==> src/rtl/mtr_pkg.sv <==
//----------------------------------------------------------------------
// Memory traffic router package
//----------------------------------------------------------------------
// Purpose: Shared constants for the memory traffic router
// Assumes: 20 MHz core clock, seven host buses
// Notes: Host data is right-justified on every host bus
package mtr_pkg;

    // Host numbering
    localparam int NH = 7;
    localparam int H_MPU = 0;
    localparam int H_DSP = 1;
    localparam int H_DMA0 = 2;
    localparam int NDMA = 4;
    localparam int H_LBUS = 6;

    // Access size codes
    localparam logic [1:0] SZ_8 = 2'h0;
    localparam logic [1:0] SZ_16 = 2'h1;
    localparam logic [1:0] SZ_32 = 2'h2;
    localparam int LEN_W = 4;

    // Address decode
    localparam logic [3:0] SLOW_TAG = 4'h0;
    localparam int SLOW_HOLE_BIT = 25;
    localparam logic [5:0] SDRAM_TAG = 6'h04;
    localparam logic [31:0] SRAM_BASE = 32'h2000_0000;
    localparam logic [31:0] SRAM_BYTES = 32'h0003_0000;
    localparam logic [31:0] SRAM_END = SRAM_BASE + SRAM_BYTES;

    // Memory data widths
    localparam int SRAM_DW = 32;
    localparam int SDRAM_DW = 16;
    localparam int SLOW_DW = 16;

    // Access times and derived wait states
    localparam int CLK_PERIOD_NS = 50;
    localparam int SRAM_ACCESS_NS = 50;
    localparam int SDRAM_ACCESS_NS = 100;
    localparam int SLOW_ACCESS_NS = 200;
    localparam int SRAM_WAIT = (SRAM_ACCESS_NS + CLK_PERIOD_NS - 1) / CLK_PERIOD_NS - 1;
    localparam int SDRAM_WAIT = (SDRAM_ACCESS_NS + CLK_PERIOD_NS - 1) / CLK_PERIOD_NS - 1;
    localparam int SLOW_WAIT = (SLOW_ACCESS_NS + CLK_PERIOD_NS - 1) / CLK_PERIOD_NS - 1;

endpackage : mtr_pkg

==> src/rtl/memory_traffic_router.sv <==
//----------------------------------------------------------------------
// Memory traffic router
//----------------------------------------------------------------------
// Purpose: Routes host accesses to internal SRAM, SDRAM and slow memory
// Assumes: Memory read data is synchronous to core_clk
// Notes: Hosts 0 MPU, 1 DSP, 2..5 DMA buses, 6 local bus
// Operation
// - All hosts single 8/16/32; bursts 32 only.
// - DMA display channel may burst at 16.
// - Size adaptation onto each memory width.
// - Every host reaches all three memories.
// - Four independent 32-bit DMA buses, concurrent when on different memories.
// - Internal port serves 192K byte SRAM.
// - Dedicated DSP bus port beside MPU.
// - Wait states stretch slow memory accesses.
// - Chip selects and strobes for external memories.
`timescale 1ns/1ps
module memory_traffic_router
    import mtr_pkg::*;
(
    input wire logic core_clk,
    input wire logic rst,
    input wire logic [NH-1:0] h_req,
    input wire logic [NH-1:0] h_we,
    input wire logic [NH-1:0][1:0] h_size,
    input wire logic [NH-1:0][LEN_W-1:0] h_len,
    input wire logic [NH-1:0][31:0] h_addr,
    input wire logic [NH-1:0][31:0] h_wdata,
    input wire logic [NDMA-1:0] dma_lcd,
    output logic [NH-1:0] h_ack,
    output logic [NH-1:0] h_err,
    output logic [NH-1:0][31:0] h_rdata,
    output logic sram_en,
    output logic sram_we,
    output logic [15:0] sram_addr,
    output logic [3:0] sram_be,
    output logic [31:0] sram_wdata,
    input wire logic [31:0] sram_rdata,
    output logic sdram_cs_n,
    output logic sdram_oe_n,
    output logic sdram_we_n,
    output logic [24:0] sdram_addr,
    output logic [1:0] sdram_be_n,
    output logic [15:0] sdram_wdata,
    input wire logic [15:0] sdram_rdata,
    output logic [3:0] slow_cs_n,
    output logic slow_oe_n,
    output logic slow_we_n,
    output logic [23:0] slow_addr,
    output logic [1:0] slow_be_n,
    output logic [15:0] slow_wdata,
    input wire logic [15:0] slow_rdata
);

    logic [NH-1:0] tgt_sram, tgt_sdram, tgt_slow, legal, lcd_vec, err_ff;
    logic [NH-1:0] ack_sram, ack_sdram, ack_slow;
    logic [31:0] rd_sram, rd_sdram, rd_slow, sram_m_addr, sd_m_addr, sl_m_addr;
    logic sd_en, sd_we, sl_en, sl_we;
    logic [1:0] sd_be, sl_be;

    //------------------------------------------------------------------
    // Request decode
    //------------------------------------------------------------------
    // Display channel flag placed at the DMA host positions
    assign lcd_vec = {1'b0, dma_lcd, 2'b00};

    // Target decode and legality per host
    always_comb
    begin
        for (int i = 0; i < NH; i++)
        begin
            tgt_slow[i] = (h_addr[i][31:28] == SLOW_TAG) && !h_addr[i][SLOW_HOLE_BIT];
            tgt_sdram[i] = (h_addr[i][31:26] == SDRAM_TAG);
            tgt_sram[i] = (h_addr[i] >= SRAM_BASE) && (h_addr[i] < SRAM_END);
            legal[i] = (tgt_slow[i] || tgt_sdram[i] || tgt_sram[i]) && (h_size[i] != 2'h3);
            // Misaligned accesses are refused
            if ((h_size[i] == SZ_16 && h_addr[i][0]) || (h_size[i] == SZ_32 && h_addr[i][1:0] != 2'h0))
                legal[i] = 1'b0;
            // Bursts at 32 bits, or 16 bits for the display channel
            if (h_len[i] != '0 && h_size[i] != SZ_32 && !(h_size[i] == SZ_16 && lcd_vec[i]))
                legal[i] = 1'b0;
        end
    end

    // One-cycle refusal pulse for an illegal request
    always_ff @(posedge core_clk or posedge rst)
    begin
        if (rst)
            err_ff <= '0;
        else
            err_ff <= h_req & ~legal & ~err_ff;
    end

    //------------------------------------------------------------------
    // Memory ports
    //------------------------------------------------------------------
    // Internal SRAM, one full-width cycle per access
    mtr_mem_port #(.DW(SRAM_DW), .WAIT(SRAM_WAIT)) u_sram (
        .core_clk(core_clk),
        .rst(rst),
        .req(h_req & legal & tgt_sram),
        .we(h_we),
        .size(h_size),
        .len(h_len),
        .addr(h_addr),
        .wdata(h_wdata),
        .ack(ack_sram),
        .rdata(rd_sram),
        .m_en(sram_en),
        .m_we(sram_we),
        .m_addr(sram_m_addr),
        .m_be(sram_be),
        .m_wdata(sram_wdata),
        .m_rdata(sram_rdata)
    );

    // External SDRAM, half-word wide
    mtr_mem_port #(.DW(SDRAM_DW), .WAIT(SDRAM_WAIT)) u_sdram (
        .core_clk(core_clk),
        .rst(rst),
        .req(h_req & legal & tgt_sdram),
        .we(h_we),
        .size(h_size),
        .len(h_len),
        .addr(h_addr),
        .wdata(h_wdata),
        .ack(ack_sdram),
        .rdata(rd_sdram),
        .m_en(sd_en),
        .m_we(sd_we),
        .m_addr(sd_m_addr),
        .m_be(sd_be),
        .m_wdata(sdram_wdata),
        .m_rdata(sdram_rdata)
    );

    // Slow external memory, half-word wide with long wait
    mtr_mem_port #(.DW(SLOW_DW), .WAIT(SLOW_WAIT)) u_slow (
        .core_clk(core_clk),
        .rst(rst),
        .req(h_req & legal & tgt_slow),
        .we(h_we),
        .size(h_size),
        .len(h_len),
        .addr(h_addr),
        .wdata(h_wdata),
        .ack(ack_slow),
        .rdata(rd_slow),
        .m_en(sl_en),
        .m_we(sl_we),
        .m_addr(sl_m_addr),
        .m_be(sl_be),
        .m_wdata(slow_wdata),
        .m_rdata(slow_rdata)
    );

    //------------------------------------------------------------------
    // Memory control signals
    //------------------------------------------------------------------
    // Word and half-word addresses
    assign sram_addr = sram_m_addr[17:2];
    assign sdram_addr = sd_m_addr[25:1];
    assign slow_addr = sl_m_addr[24:1];

    // SDRAM select and strobes
    assign sdram_cs_n = !sd_en;
    assign sdram_oe_n = !(sd_en && !sd_we);
    assign sdram_we_n = !(sd_en && sd_we);
    assign sdram_be_n = ~sd_be;

    // Slow memory chip select from the address region
    always_comb
    begin
        for (int k = 0; k < 4; k++)
            slow_cs_n[k] = !(sl_en && sl_m_addr[27:26] == 2'(k));
    end
    assign slow_oe_n = !(sl_en && !sl_we);
    assign slow_we_n = !(sl_en && sl_we);
    assign slow_be_n = ~sl_be;

    //------------------------------------------------------------------
    // Host answers
    //------------------------------------------------------------------
    // Each host bus answered independently, so DMA buses on different memories run concurrently
    assign h_ack = ack_sram | ack_sdram | ack_slow;
    assign h_err = err_ff;

    // Read data from the memory that answered
    always_comb
    begin
        for (int i = 0; i < NH; i++)
        begin
            if (ack_sram[i])
                h_rdata[i] = rd_sram;
            else if (ack_sdram[i])
                h_rdata[i] = rd_sdram;
            else
                h_rdata[i] = rd_slow;
        end
    end
endmodule : memory_traffic_router

==> src/rtl/mtr_mem_port.sv <==
//----------------------------------------------------------------------
// Memory interface port with arbitration and size adaptation
//----------------------------------------------------------------------
// Purpose: Arbitrates hosts onto one memory and sequences each beat
// Assumes: Requests are already decoded and legal for this memory
// Notes: A 32-bit access on a 16-bit memory takes two pieces
`timescale 1ns/1ps
module mtr_mem_port
    import mtr_pkg::*;
#(
    parameter int DW = 32,
    parameter int WAIT = 0
)
(
    input wire logic core_clk,
    input wire logic rst,
    input wire logic [NH-1:0] req,
    input wire logic [NH-1:0] we,
    input wire logic [NH-1:0][1:0] size,
    input wire logic [NH-1:0][LEN_W-1:0] len,
    input wire logic [NH-1:0][31:0] addr,
    input wire logic [NH-1:0][31:0] wdata,
    output logic [NH-1:0] ack,
    output logic [31:0] rdata,
    output logic m_en,
    output logic m_we,
    output logic [31:0] m_addr,
    output logic [DW/8-1:0] m_be,
    output logic [DW-1:0] m_wdata,
    input wire logic [DW-1:0] m_rdata
);

    typedef enum logic [1:0] {ST_IDLE, ST_ACC, ST_GAP} mtr_port_st_t;
    localparam logic [3:0] WAIT_CNT = 4'(WAIT);

    mtr_port_st_t state_ff;
    logic [2:0] rr_ff, gnt_ff, pick, sel;
    logic found, go, last_cyc, ld_p1, fin, hold_ff, piece_ff, two_ff, we_ff;
    logic [3:0] cnt_ff, en_run_ff;
    logic [LEN_W-1:0] beat_ff, len_ff;
    logic [1:0] size_ff, src_s;
    logic [31:0] addr_ff, wd_ff, rbuf_ff, beat_addr, src_a, src_w, be_t, wd_t, raw, sh, rd;
    logic [NH-1:0] ack_ff;
    logic [31:0] rdata_ff, m_addr_ff;
    logic m_en_ff, m_we_ff;
    logic [DW/8-1:0] m_be_ff;
    logic [DW-1:0] m_wdata_ff;

    //------------------------------------------------------------------
    // Arbitration
    //------------------------------------------------------------------
    // Round robin search starting after the last served host
    always_comb
    begin
        pick = rr_ff;
        found = 1'b0;
        for (int i = 1; i <= NH; i++)
        begin
            if (!found && req[(int'(rr_ff) + i) % NH])
            begin
                found = 1'b1;
                pick = 3'((int'(rr_ff) + i) % NH);
            end
        end
    end

    // A held grant locks out every other host until its burst ends
    assign sel = hold_ff ? gnt_ff : pick;
    assign go = (state_ff == ST_IDLE) && (hold_ff ? req[gnt_ff] : found);
    assign beat_addr = addr[sel] + (32'(beat_ff) << size[sel]);
    assign last_cyc = (state_ff == ST_ACC) && (cnt_ff == 4'h0);
    assign ld_p1 = last_cyc && two_ff && !piece_ff;
    assign fin = last_cyc && !ld_p1;

    //------------------------------------------------------------------
    // Size adaptation
    //------------------------------------------------------------------
    // Lane steering of the piece about to start
    always_comb
    begin
        src_a = go ? beat_addr : addr_ff;
        src_s = go ? size[sel] : size_ff;
        src_w = go ? wdata[sel] : wd_ff;
        be_t = 32'h0000_0000;
        wd_t = 32'h0000_0000;
        if (DW == 32)
        begin
            case (src_s)
                SZ_8: be_t = 32'h0000_0001 << src_a[1:0];
                SZ_16: be_t = 32'h0000_0003 << src_a[1:0];
                default: be_t = 32'h0000_000F;
            endcase
            case (src_s)
                SZ_8: wd_t = {4{src_w[7:0]}};
                SZ_16: wd_t = {2{src_w[15:0]}};
                default: wd_t = src_w;
            endcase
        end
        else
        begin
            be_t = (src_s == SZ_8) ? (32'h0000_0001 << src_a[0]) : 32'h0000_0003;
            case (src_s)
                SZ_8: wd_t = {16'h0000, {2{src_w[7:0]}}};
                SZ_16: wd_t = {16'h0000, src_w[15:0]};
                default: wd_t = {16'h0000, ld_p1 ? src_w[31:16] : src_w[15:0]};
            endcase
        end
    end

    // Read data right-justified for the host
    always_comb
    begin
        raw = 32'(m_rdata);
        sh = (DW == 32) ? (raw >> {addr_ff[1:0], 3'h0}) : (raw >> {addr_ff[0], 3'h0});
        case (size_ff)
            SZ_8: rd = {24'h00_0000, sh[7:0]};
            SZ_16: rd = {16'h0000, sh[15:0]};
            default: rd = (DW == 32) ? raw : {raw[15:0], rbuf_ff[15:0]};
        endcase
    end

    //------------------------------------------------------------------
    // Sequencing
    //------------------------------------------------------------------
    // Beat state machine
    always_ff @(posedge core_clk or posedge rst)
    begin
        if (rst)
            state_ff <= ST_IDLE;
        else
            case (state_ff)
                ST_IDLE: if (go) state_ff <= ST_ACC;
                ST_ACC: if (fin) state_ff <= ST_GAP;
                ST_GAP: state_ff <= ST_IDLE;
                default: state_ff <= ST_IDLE;
            endcase
    end

    // Latched access and wait state count
    always_ff @(posedge core_clk or posedge rst)
    begin
        if (rst)
        begin
            gnt_ff <= 3'h0;
            size_ff <= SZ_8;
            we_ff <= 1'b0;
            addr_ff <= 32'h0000_0000;
            wd_ff <= 32'h0000_0000;
            piece_ff <= 1'b0;
            two_ff <= 1'b0;
            cnt_ff <= 4'h0;
            rbuf_ff <= 32'h0000_0000;
        end
        else if (go)
        begin
            gnt_ff <= sel;
            size_ff <= size[sel];
            we_ff <= we[sel];
            addr_ff <= beat_addr;
            wd_ff <= wdata[sel];
            piece_ff <= 1'b0;
            two_ff <= (DW == 16) && (size[sel] == SZ_32);
            cnt_ff <= WAIT_CNT;
        end
        else if (ld_p1)
        begin
            piece_ff <= 1'b1;
            cnt_ff <= WAIT_CNT;
            rbuf_ff <= raw;
        end
        else if (state_ff == ST_ACC && cnt_ff != 4'h0)
            cnt_ff <= cnt_ff - 4'h1;
    end

    // Memory strobes held for the whole wait window
    always_ff @(posedge core_clk or posedge rst)
    begin
        if (rst)
        begin
            m_en_ff <= 1'b0;
            m_we_ff <= 1'b0;
            m_addr_ff <= 32'h0000_0000;
            m_be_ff <= '0;
            m_wdata_ff <= '0;
        end
        else if (go || ld_p1)
        begin
            m_en_ff <= 1'b1;
            m_we_ff <= go ? we[sel] : we_ff;
            m_addr_ff <= {src_a[31:2], ld_p1 ? 2'h2 : src_a[1:0]};
            m_be_ff <= be_t[DW/8-1:0];
            m_wdata_ff <= wd_t[DW-1:0];
        end
        else if (fin)
            m_en_ff <= 1'b0;
    end

    // Answer and burst progress
    always_ff @(posedge core_clk or posedge rst)
    begin
        if (rst)
        begin
            ack_ff <= '0;
            rdata_ff <= 32'h0000_0000;
            beat_ff <= '0;
            len_ff <= '0;
            hold_ff <= 1'b0;
            rr_ff <= 3'(NH - 1);
        end
        else
        begin
            ack_ff <= '0;
            if (go && !hold_ff)
                len_ff <= len[sel];
            if (fin)
            begin
                ack_ff[gnt_ff] <= 1'b1;
                rdata_ff <= rd;
                if (beat_ff == len_ff)
                begin
                    beat_ff <= '0;
                    hold_ff <= 1'b0;
                    rr_ff <= gnt_ff;
                end
                else
                begin
                    beat_ff <= beat_ff + 1'b1;
                    hold_ff <= 1'b1;
                end
            end
        end
    end

    assign ack = ack_ff;
    assign rdata = rdata_ff;
    assign m_en = m_en_ff;
    assign m_we = m_we_ff;
    assign m_addr = m_addr_ff;
    assign m_be = m_be_ff;
    assign m_wdata = m_wdata_ff;

    // Cycles since the current piece started
    always_ff @(posedge core_clk or posedge rst)
    begin
        if (rst)
            en_run_ff <= 4'h0;
        else if (go || ld_p1)
            en_run_ff <= 4'h0;
        else if (state_ff == ST_ACC)
            en_run_ff <= en_run_ff + 4'h1;
    end
endmodule : mtr_mem_port

==> config.mk <==
export PLATFORM = sky130hd
export DESIGN_NAME = memory_traffic_router
export DESIGN_NICKNAME = d
export VERILOG_FILES = /design/src/rtl/mtr_pkg.sv /design/src/rtl/memory_traffic_router.sv /design/src/rtl/mtr_mem_port.sv
export SDC_FILE = /design/constraint.sdc
export NUM_CORES = 2
export LEC_CHECK = 0
export BUFFER_PORTS_ARGS = -buffer_cell sky130_fd_sc_hd__buf_2
export CAP_MARGIN = 10
export CORE_AREA = 2 2 379 381
export DETAILED_ROUTE_END_ITERATION = 10
export DIE_AREA = 0 0 381 383
export GPL_TIMING_DRIVEN = 0
export PLACE_DENSITY = 0.63
export SLEW_MARGIN = 20
export SYNTH_ARGS = -nofsm -noshare
export SYNTH_HDL_FRONTEND = slang
export SYNTH_SLANG_ARGS = --single-unit
==> constraint.sdc <==
create_clock -name core_clk -period 33.5 [get_ports core_clk]
set_clock_uncertainty 0.15 [all_clocks]
set_input_delay 3.35 -clock core_clk [delete_from_list [all_inputs] [get_ports core_clk]]
set_output_delay 3.35 -clock core_clk [all_outputs]
set_load 0.02 [all_outputs]
---- Word level (Yosys, flattened, before mapping) ----
Cells that the tools add are included.
Widths: inputs -> output; s select.
word-level totals
  bits in registers ....................... 574
  latch bits .............................. 0
  bits in writable memories ............... 0
  memory bits (read-only) ................. 0
  output and inout port bits .............. 386
  memories kept ........................... 0
operators by class
  add/sub/neg operators ................... 30
  multipliers ............................. 0
  div/mod/pow operators ................... 21
  $lt $le $gt $ge ......................... 44
  equality and inequality tests ........... 58
  shift-type cells ........................ 10
  multiplexer cells ....................... 242
  bitwise gates (word level) .............. 14
  reduce and logical (&&, ||, !) cells .... 220
operators by type and width
  kind                   number
  $mux 32                26
  $lt 32x5->1 const B    21
  $mod 32x4->32 const B  21
  $bmux 32 s3            6
  $pmux 32 s2            4
  $ge 32x30->1 const B   7
  $lt 32x30->1 const B   7
  $mux 1                 105
  $logic_and 1x1->1      97
  $add 32x32->32         3
  $shl 4x2->32           3
  $bmux 1 s3             27
  $mux 3                 24
  $pmux 16 s2            2
  $mux 4                 14
  $add 3x3->4 const B    12
  $logic_not 1->1        47
  $and 7x7->7            6
  $eq 6x3->1 const B     7
  $logic_not 4->1        10
  $reduce_bool 4->1      10
  $bmux 4 s3             3
  $eq 2x1->1 const B     17
  $mux 16                2
  other kinds (30)       158

---- Depth between registers and ports, before layout ----
  word-level depth ........................ 39
  gate-level depth with buffers ........... 47

---- Hierarchy ----
A second synthesis with hierarchy kept.
second synthesis, totals
  cells, all modules ...................... 7,356
  area total of the unflattened synthesis .. 54,159.4 sq um
modules (own cells, without submodules)
  module                   times used  cells each  area an instance (sq um)  sequential area each (sq um)
  mtr_mem_port at u_sdram  1           2,262       16,794.9                  4,907.2
  mtr_mem_port at u_slow   1           2,098       16,301.9                  4,907.2
  mtr_mem_port at u_sram   1           2,078       15,288.4                  3,906.2
  memory_traffic_router    1           918         5,774.3                   175.2

---- Worst setup path after synthesis ----
OpenSTA, ideal clock, no wires.
  path kind ............................... input to register
  start point ............................. in h_size[0] (netlist name)
  end point ............................... reg u_slow.addr_ff[24]
  setup time .............................. 0.124 ns
  arrival time ............................ 10.185 ns
  data required time ...................... 33.226 ns
  setup slack ............................. 23.041 ns
  stages .................................. 33
  path through ............................ or4b_2 -> o22a_1 -> clkbuf_1 -> nor2_2 -> nand3_1 -> a41o_1 -> and2_1 -> a311oi_1 -> a2bb2oi_1 -> o21ai_1 -> nand2_1 -> clkbuf_1 -> buf_2 -> buf_2 -> buf_2 -> clkbuf_1 -> buf_2 -> buf_2 -> nand3_1 -> nand3_1 -> o21ai_0 -> ha_1 -> fa_1 -> a21o_1 -> a21oi_1 -> o21bai_1 -> a21oi_1 -> inv_1 -> a21oi_1 -> nor3_1 -> nand4_1 -> mux2i_1 -> a211o_1
between the ends
  longest elaborated chain between the ends .. 35
RTL lines
  item                                       line                          RTL
  start, declared                            memory_traffic_router.sv:25   input wire logic [NH-1:0][1:0] h_size,
  $eq 2x1->1 or $eq 2x2->1 (tied branches)   -
  $logic_and 1x1->1                          memory_traffic_router.sv:77   if ((h_size[i] == SZ_16 && h_addr[i][0]) || (h_size[i] == SZ_32 && h_addr[i][1:0] != 2'h0))
  $logic_or 1x1->1                           memory_traffic_router.sv:77
  $mux 1                                     memory_traffic_router.sv:77
  $mux 1                                     memory_traffic_router.sv:80   if (h_len[i] != '0 && h_size[i] != SZ_32 && !(h_size[i] == SZ_16 && lcd_vec[i]))
  $and 7x7->7 (2 in a row)                   memory_traffic_router.sv:141  .req(h_req & legal & tgt_slow),
  $bmux 1 s3                                 mtr_mem_port.sv:59            if (!found && req[(int'(rr_ff) + i) % NH])
  $mux 1 (not written as such) (2 in a row)  mtr_mem_port.sv:59
  [... 18 more ...]                          -
  $mux 3                                     mtr_mem_port.sv:59
  $mux 3                                     mtr_mem_port.sv:68            assign sel = hold_ff ? gnt_ff : pick;
  $bmux 2 s3                                 mtr_mem_port.sv:70            assign beat_addr = addr[sel] + (32'(beat_ff) << size[sel]);
  $mux 2 (not written as such)               mtr_mem_port.sv:70
  $shl 4x2->32                               mtr_mem_port.sv:70
  $add 32x32->32                             mtr_mem_port.sv:70
  $mux 32 *                                  -
  net u_slow.src_a[24]                       mtr_mem_port.sv:42            logic [31:0] addr_ff, wd_ff, rbuf_ff, beat_addr, src_a, src_w, be_t, wd_t, raw, sh, rd;
  end signal, assigned                       mtr_mem_port.sv:159           addr_ff <= beat_addr;
  end, declared                              mtr_mem_port.sv:42
Mark *: on every way through the listed nets, which the timed path passes. The rest lies on a longest branch. The select of a mux whose other input is x is not followed.
A chain may end at the register's enable or synchronous reset.

---- Worst setup path after layout ----
  start point ............................. in h_len[20] (netlist name)
  end point ............................... reg u_slow.m_addr_ff[10] (netlist: u_slow.m_addr[10])
between the ends
  longest elaborated chain between the ends .. 34
RTL lines
  item                                       line                          RTL
  start, declared                            memory_traffic_router.sv:26   input wire logic [NH-1:0][LEN_W-1:0] h_len,
  $reduce_bool 4->1 *                        memory_traffic_router.sv:80
  $logic_and 1x1->1 * (2 in a row)           memory_traffic_router.sv:80
  $mux 1 *                                   memory_traffic_router.sv:80
  $and 7x7->7 * (2 in a row)                 memory_traffic_router.sv:141
  $bmux 1 s3                                 mtr_mem_port.sv:59
  $mux 1 (not written as such) (2 in a row)  mtr_mem_port.sv:59
  $mux 1                                     mtr_mem_port.sv:59
  $logic_not 1->1                            mtr_mem_port.sv:59
  [... 15 more ...]                          -
  $logic_and 1x1->1                          mtr_mem_port.sv:59
  $mux 3                                     mtr_mem_port.sv:59
  $mux 3                                     mtr_mem_port.sv:68
  $bmux 2 s3                                 mtr_mem_port.sv:70
  $mux 2 (not written as such)               mtr_mem_port.sv:70
  $shl 4x2->32                               mtr_mem_port.sv:70
  $add 32x32->32                             mtr_mem_port.sv:70
  $mux 32                                    -
  end signal, assigned                       mtr_mem_port.sv:190           m_addr_ff <= {src_a[31:2], ld_p1 ? 2'h2 : src_a[1:0]};
  end, declared                              mtr_mem_port.sv:44            logic [31:0] rdata_ff, m_addr_ff;
Mark *: on every way between the ends. The rest lies on a longest branch, timed or not. The select of a mux whose other input is x is not followed.

==> impl_metrics.json <==
{
  "postCtsHoldBufs": 0,
  "io_buffers": 959,
  "worst_setup_path_start_kind": "primary input",
  "gr-total-overflow": 0,
  "place_inst": 9548,
  "p_leak_nw": 24.9,
  "cts_made_buffers": 59,
  "rsz0062_at_grt": "no",
  "synth.net_count": 7330,
  "hold_ws_ns": 0.279,
  "crit_required_ns": 33.89,
  "yosysMostFrequentCell": "nand2_1",
  "drv_slew": 0,
  "placed_area_um2": 56000,
  "via_count": 61600,
  "h-tree-depth": 2,
  "ys_ff_latch": 503,
  "cts.repair.resized": 0,
  "arrival_ns": 15.34,
  "yosysTopAreaCell": "dfrtp_1",
  "power_density_nw_per_um2": 134,
  "synthTopCellsByCount": "nand2_1 (1560), mux2i_1 (553), o21ai_0 (526)",
  "crit_type": "in -> reg",
  "stdcell_area_um2": 58300,
  "drc": 0,
  "max-cap-violations": 0,
  "hpwl_um": 286000,
  "period_share_pct": 44.6,
  "slowest_delay_ns": 1.08,
  "critPathMaxFanout": 10,
  "synth-main-ff-cell": "dfrtp_1",
  "clock-sinks": 503,
  "vias_per_cell": 6.31,
  "wl_per_cell_um": 35.7,
  "grt_pass1_vias": 56900,
  "start_util_pct": 34.0,
  "cp-end-kind": "flop",
  "ir_drop_uv": 65.8,
  "yosysWarnings": 0,
  "cts_tree": "built",
  "status": "complete, no violations",
  "die_h_um": 383,
  "hold_class": "reg -> reg",
  "core_area_um2": 142000,
  "antenna_found_initial": 174,
  "syn_area_per_cell_um2": 7.26,
  "layout.nets": 8376,
  "fp.dieArea_um2": 146000,
  "wl_um": 348000,
  "num_rows": 139,
  "hold_violations": 0,
  "r2r_cells": 41,
  "synth_edf_count": 0,
  "fill_cells": 15400,
  "grt_pass1_wl_um": 467000,
  "fin_setup_tns_ns": 0,
  "fin_crit_ns": 14.95,
  "clockBufferDepth": 3,
  "netlist_area_um2": 48400,
  "drive_gt1_share_pct": 18.8,
  "synthArstFlopShare_pct": 100,
  "synth_area_leaders": "dfrtp_1 (26%), nand2_1 (12%), mux2i_1 (11%), o21ai_0 (5.4%), a21oi_1 (4.4%)",
  "area_delta_synth_final_pct": 20.6,
  "final_cells": 9763,
  "drtIter0Drc": 8373,
  "track_usage_pct": 45.6,
  "pin_count": 960,
  "synthDominantCellAreaShare_pct": 25.7,
  "synth_seq_area_share_pct": 26.0,
  "cpMaxStageDelayCell": "a211oi_2",
  "clkTransAtPathRegs_ns": 0.06,
  "die_w_um": 381,
  "slew_headroom_pct": 12.7,
  "max_freq_mhz": 66.9,
  "total_power_mw": 7.80,
  "yosysUniqueCellTypes": 112,
  "postCtsSetupRepairBufs": 0,
  "final-setup-viol-count": 0,
  "drtAntennaViolNets": 0,
  "min_path_cells": 1,
  "clock-root-buffer": "clkbuf_16",
  "grt_max_degree": 99,
  "insertion_delay_ns": 0.74,
  "crit_top_cell": "a21oi_1",
  "worstMarginPinSlew_ns": 1.30,
  "syn-instance-count": 6660,
  "gp_congestion": 1.12,
  "first_pass_iters": 9
}
==> worst paths after layout <==
kind / startpoint / end / slack [ns]
setup reg to reg: u_sdram.rr_ff[0] / u_sdram.m_addr[22] / 18.82
hold reg to reg: h_err[1] / h_err[1] / 0.28
min in group asynchronous: rst / u_sram.rdata[26] / 2.51
max in group asynchronous: rst / u_sdram.wd_ff[19] / 28.81
hold / removal: h_err[1] / h_err[1] / 0.28
setup / recovery: h_len[20] / u_slow.m_addr[10] / 18.55
==> area by class of cell <==
cell class / instances / area, um^2 / area share (%)
inverters: 105 / 404 / 0.693
plain buffers: 606 / 2510 / 4.30
diodes: 106 / 265 / 0.455
multi-input cells: 5446 / 33100 / 56.8
clock buffers: 81 / 1710 / 2.93
repair buffers: 985 / 5100 / 8.74
well taps: 1903 / 2380 / 4.08
clock inverters: 28 / 255 / 0.438
flip-flops and latches: 503 / 12600 / 21.6
==> layout by cell type (no fill, tap or decap), types with 20 or more instances in the layout <==
| cell type | netlist | final |
|---|---|---|
| buf_2 | 63 | 1026 |
| nand2_1 | 1560 | 1560 |
| nor3_1 | 85 | 81 |
| o221ai_1 | 26 | 26 |
| xnor2_1 | 82 | 81 |
| ha_1 | 93 | 93 |
| mux2i_1 | 553 | 551 |
| a22oi_1 | 40 | 39 |
| and3_1 | 74 | 74 |
| clkbuf_16 | 0 | 59 |
| nand3_1 | 356 | 356 |
| clkbuf_1 | 381 | 387 |
| and2_1 | 49 | 49 |
| a21oi_1 | 425 | 414 |
| a31oi_1 | 83 | 83 |
| buf_4 | 31 | 44 |
| xor2_1 | 29 | 29 |
| nor3b_1 | 31 | 29 |
| a221oi_1 | 52 | 50 |
| nor4_1 | 40 | 36 |
| buf_1 | 121 | 121 |
| mux2_2 | 112 | 112 |
| a221o_1 | 20 | 20 |
| or2_2 | 21 | 21 |
| nand2b_1 | 33 | 33 |
| a21o_1 | 44 | 44 |
| o211ai_1 | 66 | 66 |
| o22ai_1 | 39 | 39 |
| o31ai_1 | 54 | 50 |
| nand4_1 | 35 | 35 |
| inv_1 | 100 | 99 |
| nor2b_1 | 32 | 32 |
| or3_1 | 24 | 24 |
| nor2_1 | 396 | 395 |
| o21ai_0 | 526 | 517 |
| dfrtp_1 | 497 | 497 |
| a211oi_1 | 110 | 107 |
| o21a_1 | 25 | 25 |
| diode_2 | 0 | 106 |
==> per-stage QoR <==
stage                     utilization (%)  setup WS, ns
after floorplan                         -         15.97
after global placement               39.1          9.03
after detailed placement             39.4         18.68
after CTS                            40.8         19.31
after global routing                 40.9         18.35
final                                41.0         18.55
==> flip-flops by register name, indices dropped and copies added (netlist names), 25 cells and up <==
| name | flops |
|---|---|
| u_sdram.rdata | 32 |
| u_sram.m_wdata | 32 |
| u_slow.addr_ff | 26 |
| u_slow.rdata | 32 |
| u_sdram.m_addr | 25 |
| u_slow.m_addr | 26 |
| u_sdram.addr_ff | 25 |
| u_sram.rdata | 32 |
| u_sdram.wd_ff | 32 |
| u_slow.wd_ff | 32 |
==> metal layers <==
metal / up-vias / track usage (%) / routed length, um / share of wire [%]
met5: - / 0 / 448 / 0.13
met4: 70 / 39.9 / 37700 / 11
met3: 1443 / 17.4 / 42600 / 12
met2: 4492 / 69.6 / 149000 / 43
met1: 29600 / 49.5 / 119000 / 34
li1: 26000 / - / - / -
==> where the power goes <==
group	internal, mW	switching, mW	leakage, nW
Sequential	0.858	0.171	6.13
Combinational	1.68	4.41	17.8
Clock	0.367	0.312	0.968
Total	2.90	4.90	24.9
==> worst max-delay path, delay by kind of cell <==
family / cells / cell delay, ns
compound gates: 16 / 4.74
buf+inv: 8 / 4.11
simple gates: 6 / 1.99
mux: 1 / 0.22
fa+ha+maj: 2 / 0.80
==> kinds of logic (layout without fill, tap and decap cells) <==
| kind of cell | count (synthesis) | after routing | share of synthesized area, % |
|---|---|---|---|
| muxes | 672 | 672 | 14.4 |
| buffers and inverters | 711 | 1805 | 6.00 |
| DFF | 503 | 503 | 26.0 |
| other | 0 | 106 | 0 |
| xor gates and xnor gates | 115 | 115 | 2.17 |
| adders and majority gates | 96 | 96 | 2.53 |
| and+or+nand+nor | 2833 | 2833 | 26.0 |
| AOI/OAI and AO/OA | 1730 | 1730 | 22.8 |
Power figures use the tool's default switching activity.
